`config.mk`:
```
export PLATFORM = sky130hd
export DESIGN_NAME = src_sys_reset_clk
export DESIGN_NICKNAME = d
export VERILOG_FILES = /design/src/design/src_pkg.sv /design/src/design/src_wdog_if.sv /design/src/design/src_wdog_stretch.sv /design/src/design/src_sys_reset_clk.sv
export SDC_FILE = /design/constraint.sdc
export NUM_CORES = 1
export LEC_CHECK = 0
export BUFFER_PORTS_ARGS = -buffer_cell sky130_fd_sc_hd__buf_4
export CORE_MARGIN = 2
export CORE_UTILIZATION = 50
export DETAILED_ROUTE_END_ITERATION = 8
export PLACE_DENSITY = 0.72
export SETUP_SLACK_MARGIN = 0.3
export SYNTH_ARGS = -nofsm -noshare
export SYNTH_HDL_FRONTEND = slang
export SYNTH_HIERARCHICAL = 1
export SYNTH_SLANG_ARGS = --single-unit
```
`constraint.sdc`:
```
create_clock -name ref_clk -period 3 [get_ports ref_clk]
set_input_delay 0.75 -clock ref_clk [delete_from_list [all_inputs] [get_ports ref_clk]]
set_output_delay 0.75 -clock ref_clk [all_outputs]
set_load 0.05 [all_outputs]
```
`src/design/src_pkg.sv`:
```
// package for the system reset and clock output block
// assumes a 100 MHz ref_clk and a synchronous active-low reset
package src_pkg;
	// clock rates
	localparam int unsigned SRC_SYS_CLK_MHZ = 100;
	localparam int unsigned SRC_REF_CLK_MHZ = 25;
	localparam int unsigned SRC_REF_DIV = SRC_SYS_CLK_MHZ / SRC_REF_CLK_MHZ;
	localparam int unsigned SRC_REF_DIV_W = 2;
	localparam logic [SRC_REF_DIV_W-1:0] SRC_REF_DIV_LAST = SRC_REF_DIV_W'(SRC_REF_DIV - 1);
	// watchdog pulse width, counted in reference clock periods
	localparam int unsigned SRC_WDOG_PULSE_MS = 200;
	localparam int unsigned SRC_WDOG_TICKS = SRC_WDOG_PULSE_MS * 1000 * SRC_REF_CLK_MHZ;
	localparam int unsigned SRC_WDOG_CNT_W = 23;
	// memory clock pins
	localparam int unsigned SRC_MEM_CLK_PAIRS = 4;
	localparam int unsigned SRC_MEM_CLK_USED = 2;
	// reset values
	localparam logic [1:0] SRC_SYNC_RST = 2'h0;
	localparam logic SRC_MEM_CKE_RST = 1'h0;
	localparam logic SRC_MEM_CLK_RST = 1'h0;

	typedef enum logic {
		SRC_RST_HOLD,
		SRC_RST_RUN
	} src_rst_e;

	typedef enum logic {
		SRC_WD_IDLE,
		SRC_WD_STRETCH
	} src_wd_e;
endpackage

```
`src/design/src_wdog_if.sv`:
```
// carrier between the sequencer and the watchdog pulse stretcher
// assumes both ends share ref_clk
`timescale 1ns/1ns
interface src_wdog_if;
	logic start;
	logic refTick;
	logic hold;
	logic busy;
	modport seq (output start, output refTick, output hold, input busy);
	modport stretch (input start, input refTick, input hold, output busy);
endinterface

```
`src/design/src_wdog_stretch.sv`:
```
// watchdog reset pulse stretcher
// assumes refTick pulses once per 25 MHz reference period
`timescale 1ns/1ns
module src_wdog_stretch
	import src_pkg::*;
#(
	parameter int unsigned PULSE_TICKS = SRC_WDOG_TICKS
) (
	// clock and reset
	input wire logic ref_clk,
	input wire logic rst_n,
	// link to the sequencer
	src_wdog_if.stretch wd
);
	typedef struct packed {
		src_wd_e state;
		logic [SRC_WDOG_CNT_W-1:0] count;
	} src_wd_s;

	// one extra tick so a partial first period cannot shorten the pulse
	localparam logic [SRC_WDOG_CNT_W-1:0] LAST_TICK = SRC_WDOG_CNT_W'(PULSE_TICKS);

	src_wd_s cur_ff;
	src_wd_s nxt_cur;

	always_comb begin
		nxt_cur = cur_ff;
		unique case (cur_ff.state)
			SRC_WD_IDLE: begin
				if (wd.start) begin
					nxt_cur.state = SRC_WD_STRETCH;
					nxt_cur.count = '0;
				end
			end
			SRC_WD_STRETCH: begin
				// count reference periods until the width is met [RULE4] [RULE10]
				if (wd.refTick) begin
					if (cur_ff.count == LAST_TICK) begin
						nxt_cur.state = SRC_WD_IDLE;
					end else begin
						nxt_cur.count = cur_ff.count + SRC_WDOG_CNT_W'(1);
					end
				end
			end
		endcase
		if (wd.hold) begin
			nxt_cur.state = SRC_WD_IDLE;
			nxt_cur.count = '0;
		end
	end

	always_ff @(posedge ref_clk) begin
		if (!rst_n) begin
			cur_ff <= '{state: SRC_WD_IDLE, count: '0};
		end else begin
			cur_ff <= nxt_cur;
		end
	end

	assign wd.busy = (cur_ff.state == SRC_WD_STRETCH);
endmodule

```
`src/design/src_sys_reset_clk.sv`:
```
// system reset sequencing and clock output pins
// assumes the board reset pin and other inputs are synchronous enough to ref_clk
`timescale 1ns/1ns
// Function
// RULE1: hold the core and all blocks in reset while the chip reset pin is low
// RULE2: the board keeps the chip reset pin low at least 256 system clocks
// RULE3: during reset every output enable is low, open-drain pins released
// RULE4: a watchdog expiry drives the watchdog reset pin for at least 200 ms
// RULE5: drive a continuous 25 MHz reference clock toward the Ethernet PHY
// RULE6: drive two true and complement memory clock pairs from the system clock
// RULE7: drop the memory clock enable to put the SDRAM into power-down
// RULE8: drive the deskew loop clock out and take its returned copy as feedback
// RULE9: memory clock pairs three and two are reserved and left undriven
// RULE10: stretch the watchdog pulse over 5,000,000 reference clock periods
// RULE11: synchronise the release of the chip reset pin before blocks leave reset
module src_sys_reset_clk
	import src_pkg::*;
#(
	parameter int unsigned WDOG_PULSE_TICKS = SRC_WDOG_TICKS
) (
	// clock and reset
	input wire logic ref_clk,
	input wire logic rst_n,
	// board reset pin
	input wire logic chipResetIn_n,
	// internal reset outputs
	output logic coreReset_n,
	output logic blockReset_n,
	// watchdog
	input wire logic wdogExpire,
	output logic watchdogPulseOut,
	output logic watchdogPulseOe,
	// phy reference clock
	output logic phyRefClockOut,
	output logic phyRefClockOe,
	// memory clocks
	output logic [SRC_MEM_CLK_PAIRS-1:0] memDiffClockP,
	output logic [SRC_MEM_CLK_PAIRS-1:0] memDiffClockN,
	output logic [SRC_MEM_CLK_PAIRS-1:0] memDiffClockOe,
	// memory power-down
	input wire logic memPowerDownReq,
	output logic memClockEnableOut,
	output logic memClockEnableOe,
	// deskew loop
	output logic deskewLoopOut,
	output logic deskewLoopOe,
	input wire logic deskewLoopIn,
	output logic deskewFeedback
);
	typedef struct packed {
		logic [1:0] rstSync;
		src_rst_e state;
		logic [SRC_REF_DIV_W-1:0] refDiv;
		logic memClkP;
		logic memClkN;
		logic memCke;
		logic [1:0] fbSync;
	} src_top_s;

	localparam src_top_s TOP_RST = '{
		rstSync: SRC_SYNC_RST,
		state: SRC_RST_HOLD,
		refDiv: '0,
		memClkP: SRC_MEM_CLK_RST,
		memClkN: ~SRC_MEM_CLK_RST,
		memCke: SRC_MEM_CKE_RST,
		fbSync: SRC_SYNC_RST
	};

	src_top_s cur_ff;
	src_top_s nxt_cur;
	src_wdog_if wd ();
	logic running;

	assign running = (cur_ff.state == SRC_RST_RUN);

	always_comb begin
		nxt_cur = cur_ff;
		// two-stage release of the board reset [RULE11]
		nxt_cur.rstSync = {cur_ff.rstSync[0], chipResetIn_n};
		// returned loop clock into a two-stage synchroniser [RULE8]
		nxt_cur.fbSync = {cur_ff.fbSync[0], deskewLoopIn};
		// divide the system clock down to the phy reference [RULE5]
		nxt_cur.refDiv = cur_ff.refDiv + SRC_REF_DIV_W'(1);
		if (cur_ff.refDiv == SRC_REF_DIV_LAST) begin
			nxt_cur.refDiv = '0;
		end
		// memory clock follows the system clock, true and complement [RULE6]
		nxt_cur.memClkP = ~cur_ff.memClkP;
		nxt_cur.memClkN = cur_ff.memClkP;
		// clock enable low while power-down is asked for [RULE7]
		nxt_cur.memCke = ~memPowerDownReq;
		unique case (cur_ff.state)
			SRC_RST_HOLD: begin
				if (cur_ff.rstSync[1]) begin
					nxt_cur.state = SRC_RST_RUN;
				end
			end
			SRC_RST_RUN: begin
				if (!cur_ff.rstSync[1]) begin
					nxt_cur.state = SRC_RST_HOLD;
				end
			end
		endcase
		// everything but the two synchronisers parked while the board holds reset [RULE1]
		if (!cur_ff.rstSync[1]) begin
			nxt_cur.state = SRC_RST_HOLD;
			nxt_cur.refDiv = '0;
			nxt_cur.memClkP = SRC_MEM_CLK_RST;
			nxt_cur.memClkN = ~SRC_MEM_CLK_RST;
			nxt_cur.memCke = SRC_MEM_CKE_RST;
		end
	end

	always_ff @(posedge ref_clk) begin
		if (!rst_n) begin
			cur_ff <= TOP_RST;
		end else begin
			cur_ff <= nxt_cur;
		end
	end

	// watchdog stretcher hookup [RULE4] [RULE10]
	assign wd.start = wdogExpire & running;
	assign wd.refTick = (cur_ff.refDiv == SRC_REF_DIV_LAST);
	assign wd.hold = ~running;

	src_wdog_stretch #(
		.PULSE_TICKS(WDOG_PULSE_TICKS)
	) u_stretch (
		.ref_clk(ref_clk),
		.rst_n(rst_n),
		.wd(wd)
	);

	// internal resets held until the synchronised release [RULE1]
	assign coreReset_n = running;
	assign blockReset_n = running;

	// pin drivers, all enables low in reset [RULE3]
	assign watchdogPulseOut = wd.busy;
	assign watchdogPulseOe = running;
	assign phyRefClockOut = cur_ff.refDiv[SRC_REF_DIV_W-1];
	assign phyRefClockOe = running;
	assign memClockEnableOut = cur_ff.memCke;
	assign memClockEnableOe = running;
	assign deskewLoopOut = cur_ff.memClkP;
	assign deskewLoopOe = running;
	assign deskewFeedback = cur_ff.fbSync[1];

	always_comb begin
		memDiffClockP = '0;
		memDiffClockN = '0;
		memDiffClockOe = '0;
		for (int i = 0; i < SRC_MEM_CLK_USED; i++) begin
			memDiffClockP[i] = cur_ff.memClkP;
			memDiffClockN[i] = cur_ff.memClkN;
			memDiffClockOe[i] = running; // [RULE3] [RULE6]
		end
		// upper pairs stay low and undriven [RULE9]
	end
endmodule

```
==> reports/metrics.cfg, run 1 <==
[run_status]
status = finished clean

[logic_synthesis]
syn-instance-count = 193
async_flop_share_pct = 0
ys.flop_type = dfxtp_1
synth_top_area_share_pct = 39.8
synthSimpleGateAreaFrac_pct = 29.9
synthTopCellsByArea = dfxtp_1 40%, buf_4 8.3%, a21oi_1 4.4%
synth_xor_xnor_area_share_pct = 2.05
synth_compound_area_share_pct = 13.0
synthDistinctLibCells = 41
muxShareOfSynthArea_pct = 1.76
ys_warn_count = 6
syn_avg_cell_area_um2 = 8.86
yosysTopAreaCell = dfxtp_1
ys_ff_latch = 34
ys_seq_area_share_pct = 39.8
mappedNetlistArea_um2 = 1710
synth_top_family_by_area = simple AND/OR/NAND/NOR gates
synth-edff-count = 0
synth_fa_ha_area_share_pct = 2.20

[job]
maxCapViolations = 0

[clock_network]
ctsHtreeMaxLevel = 2
cts_tree = done
clock-root-buffer = clkbuf_4
cts_buffers = 5
clockBufferDepth = 2
clock_sinks = 34
post_cts.repair.setup_buffers = 0
cts_resized = 0
clk_pin_slew_ns = 0.10
clock_latency_ns = 0.34
cts_hold_buf = 0

[route]
firstDrtPassIters = 4
dr.first_iter.drc_count = 86
avgRoutedWirePerCell_um = 13.5
drc = 0
routed_wl_mm = 3.40
via_per_inst = 5.67
vias = 1424
final_antenna_net_count = 0

[final_layout]
stdcell_area_um2 = 1830
layout_common_cells = 34 x dfxtp_1, 22 x buf_4, 18 x nand2_1, 15 x a21oi_1, 10 x nor2_1
nets = 214
layout_commonest_cell = dfxtp_1
fillers = 327
syn_to_final_growth_pct = 6.95
stdcell_count = 251
diodes = 0
layout-drive-gt1-share_pct = 19.5

[global_routing]
grt_pass1_wl_mm = 5.98
grt_usage_pct = 19.3
antenna_found_initial = 0
grt_pass1_vias = 1345
grt.overflow.total = 0
grt_max_degree = 19

[power]
pwr-share-comb_pct = 7.9
p_per_area_nw_per_um2 = 410
p_seq_share_pct = 61.2
leakage_nw = 0.627
clkPwrFrac_pct = 31.0
switchingPower_w = 0.000195
intPower_w = 0.000554
max-vdd-ir-drop_v = 0.000293
p_sw_share_pct = 26.0

[die]
row_count = 21
fp.dieW_um = 62.5
die_h_um = 62.5
initial_utilization_pct = 51.6
die-area_um2 = 3900
core_area_um2 = 3310
num_io_pins = 29

[timing]
period_share_pct = 82.7
rsz0062_at_grt = no
tightest_slew_ns = 0.652
fmax_mhz = 403
relSlewSlack_pct = 56.2
fin_ws_ns = 0.520
tns_ns = 0
skew_ns = 0.00281
period_minus_slack_ns = 2.48
hold_viol = 0
holdWs_ns = 0.455
setup_viol = 0
slew_viol_final = 0

[critical_path]
startpoint_type = flop
crit_required_ns = 3.27
cp_data_arrival_time_ns = 2.75
crit_type = reg2reg
endpoint_kind = flop
path_max_fanout = 14

[place]
gp_congestion = 0.899
dp.cells = 244
dpl_worst_slack_ns = 0.284
portBuffers = 22
place_area_um2 = 1780
dp_hpwl_mm = 2.52

[hold_path]
hold_path.class = reg2reg

-- power by group through the flow --
stage          Combinational, W  Clock (W)  Sequential, W
6_report              0.0000588   0.000232       0.000458
5_1_grt               0.0000614   0.000264       0.000459
4_1_cts               0.0000589   0.000242       0.000458
3_5_place_dp          0.0000588          0       0.000469
3_3_place_gp          0.0000583          0       0.000468
2_1_floorplan         0.0000498          0       0.000473
-- Yosys cell counts (4+ instances only) --
| cell | count |
|---|---|
| or3_1 | 7 |
| nand3_1 | 8 |
| nor4b_1 | 4 |
| buf_4 | 19 |
| nor2_1 | 10 |
| nor4_1 | 4 |
| inv_1 | 5 |
| dfxtp_1 | 34 |
| o21ai_0 | 5 |
| nand2_1 | 18 |
| or4_1 | 8 |
| and2_2 | 5 |
| a21oi_1 | 15 |
| o31ai_1 | 6 |
-- cells by family after synthesis --
kind of cell | count (synthesis)
adders and majority gates | 3
xor gates and xnor gates | 4
muxes | 3
DFF | 34
other | 1
buffers and inverters | 27
and+or+nand+nor | 86
AOI/OAI and AO/OA | 35
-- stage by stage --
| stage | utilization [%] | power [W] |
|---|---|---|
| 2_1_floorplan | - | 0.000523 |
| 3_3_place_gp | 53.8 | 0.000526 |
| 3_5_place_dp | 53.8 | 0.000527 |
| 4_1_cts | 55.2 | 0.000759 |
| 5_1_grt | 55.2 | 0.000785 |
| 6_report | 55.2 | 0.000749 |
-- state kept, by name, indices dropped and copies added (netlist names) --
signal	cells
u_stretch/cur_ff	23
cur_ff	4
blockReset_n	1
deskewFeedback	1
deskewLoopOut	1
memClockEnableOut	1
memDiffClockN	1
phyRefClockOut	1
u_stretch/wd.busy	1
-- layer usage --
metal / global-route usage (%) / up-vias / routed length (um)
met3: 7.39 / 6 / 214
met5: 0 / - / 0
met4: 8.33 / 0 / 60
li1: - / 700 / -
met1: 24.0 / 679 / 1510
met2: 29.7 / 39 / 1610
-- worst max-delay path, stage by stage (launching register included) --
cell and delay [ns]:
dfxtp_1 0.50, and2_1 0.22, nor2b_1 0.28, nor4_1 0.16
a2111o_1 0.59, or4_1 0.52, a21oi_1 0.15
-- final timing paths --
path / cells after the start / start / endpoint / slack (ns)
max: 6 / blockReset_n / u_stretch/cur_ff[16] / 0.52
min reg2reg: 1 / cur_ff[8] / cur_ff[9] / 0.46
max reg2reg: 6 / blockReset_n / u_stretch/cur_ff[16] / 0.52
min: 1 / cur_ff[8] / cur_ff[9] / 0.46
-- cell type report --
type                            instances  area (um2)  area share (%)
Sequential cell                        34         681            37.2
Multi-Input combinational cell        137         858            47.0
Timing Repair Buffer                   22         165            9.03
Inverter                                5        18.8            1.03
Tap cell                               46        57.6            3.15
Clock buffer                            5        37.5            2.05
Clock inverter                          2        10.0           0.548
Note: power is estimated with default switching activity, not from simulation.
==> run 2, diff against run 1 <==
PLACE_DENSITY = 0.75   (was 0.72)
clock period = 2.15 ns   (was 3 ns; I/O delays follow)
==> run 2 against run 1 <==
Sequential power rose by 39%. Final area increased by 13%. Highest routed layer unchanged. Global-route usage increased by 1.9 points. Clock-buffer cell count grew 1. Clock power grew 44%. Cell count increased by 6.4%. First-iteration DRC count up 17%. Clock skew is 0.0091 ns higher.
==> reports/metrics.cfg, run 2 (same netlist as run 1, synthesis figures left out) <==
[run_status]
status = finished clean

[critical_path]
cpMaxStageDelayCell = a2111o_1
cpLargestDelayFamily = simple AND/OR/NAND/NOR gates
r2r-start = u_stretch/cur_ff[1]
startpoint_type = flop
slowest_delay_ns = 0.42
timing.rr.end = u_stretch/cur_ff[17]
endpoint_kind = flop
ff2ff_path_depth = 8
crit_type = reg2reg
crit_required_ns = 2.43
worstPathCellList = inv_2 > ha_4 > nor4b_4 > and4_4 > a2111o_1 > buf_6 > or4_1 > a21oi_1
r2r_slack_ns = 0.15
cp_data_arrival_time_ns = 2.28
path_depth = 8
crit_buf_inv = 2
path_max_fanout = 6

[timing]
period_minus_slack_ns = 2.00
slew_viol_final = 0
skew_ns = 0.0119
rsz0062_at_grt = yes
period_share_pct = 93.1
setup_viol = 0
tns_ns = 0
hold_viol = 0
fmax_mhz = 499

[place]
dp_hpwl_mm = 2.65
portBuffers = 22
dp.cells = 247
gp_congestion = 0.819
place_area_um2 = 1860

[route]
firstDrtPassIters = 4
wl_met1_mm = 1.62
final_antenna_net_count = 0
dr.first_iter.drc_count = 101
routed_wl_mm = 3.85
avgRoutedWirePerCell_um = 14.4
via_per_inst = 5.56
vias = 1484
wl_met2_mm = 2.00
top_layer = met4
drc = 0
dr_wl_met3_um = 162

[clock_network]
clock-root-buffer = clkbuf_4
cts_hold_buf = 0
clockBufferDepth = 2
clk_pin_slew_ns = 0.10
cts_buffers = 5
clock_latency_ns = 0.35
clock_sinks = 34
cts_tree = done
ctsHtreeMaxLevel = 2

[global_routing]
grt_pass1_wl_mm = 6.53
grt_usage_pct = 21.2
grt.overflow.total = 0
grt_pass1_vias = 1397
antenna_found_initial = 0
grt_max_degree = 13

[power]
leakage_nw = 0.744
max-vdd-ir-drop_v = 0.000434
p_total_w = 0.00106
p_per_area_nw_per_um2 = 514

[hold_path]
hp-start = chipResetIn_n
holdPathStages = 2
hold_path.class = in2reg
hold_end = cur_ff[8]

[die]
fp.dieW_um = 62.5
num_io_pins = 29
die_h_um = 62.5
row_count = 21
initial_utilization_pct = 51.6
die-area_um2 = 3900
core_area_um2 = 3310

[final_layout]
top_register = u_stretch/cur_ff
layout_common_cells = 35 x buf_4, 25 x dfxtp_1, 18 x nand2_1, 11 x a21oi_1, 10 x nor2_1
diodes = 0
layout-drive-gt1-share_pct = 36.7
syn_to_final_growth_pct = 20.6
nets = 229
largest_reg_flops = 23
final_util_pct = 62.3
stdcell_area_um2 = 2060
reg.largest.list = u_stretch/cur_ff x23, cur_ff x4
layout_commonest_cell = buf_4
stdcell_count = 267

[job]
maxCapViolations = 0

## run 2: how the worst max path moves through the flow
stage                             start                    to  slack (ns)
floorplan           u_stretch/cur_ff[1]  u_stretch/cur_ff[14]        0.12
global placement             wdogExpire  u_stretch/cur_ff[16]       -0.04
detailed placement           wdogExpire  u_stretch/cur_ff[16]       -0.10
CTS                 u_stretch/cur_ff[1]  u_stretch/cur_ff[17]        0.16
global route        u_stretch/cur_ff[1]  u_stretch/cur_ff[17]        0.04
finish              u_stretch/cur_ff[1]  u_stretch/cur_ff[17]        0.15
## run 2: area by class of cell
cell class	count	area [um2]
Clock buffer	6	41.3
Clock inverter	2	10.0
Fill cell	284	1250
Inverter	5	18.8
Multi-Input combinational cell	137	961
Sequential cell	34	694
Tap cell	46	57.6
Timing Repair Buffer	37	279
## run 2: per-stage QoR
step,hold WS (ns),setup WS [ns]
global placement,0.428,-0.0393
detailed placement,0.441,-0.103
finish,0.414,0.148
floorplan,0.411,0.123
CTS,0.407,0.155
global route,0.398,0.0403
## run 2: metal layers
metal / up-vias / track usage, %
met2: 31 / 36.7
met3: 8 / 5.59
li1: 738 / -
met5: - / 0
met4: 0 / 8.06
met1: 707 / 25.0
## run 2: what timing repair did
item	in CTS	in global routing
setup endpoints to repair	16	15
buffers inserted	8	3
cloned	1	0
resized for setup	7	11
pin swaps	6	5
endpoints found under the hold margin	0	0
## run 2: worst register-to-register path, cell delays in order, from the launching register on
cell      delay (ns)
dfxtp_2         0.35
inv_2           0.05
ha_4            0.15
nor4b_4         0.12
and4_4          0.17
a2111o_1        0.42
buf_6           0.15
or4_1           0.39
a21oi_1         0.13
## run 2: where the power goes
| group | internal [W] | leakage, nW | switching (W) | total (W) |
|---|---|---|---|---|
| registers | 0.000634 | 0.280 | 0.00000308 | 0.000637 |
| logic | 0.0000234 | 0.432 | 0.0000639 | 0.0000873 |
| clock network | 0.000124 | 0.0320 | 0.000210 | 0.000335 |
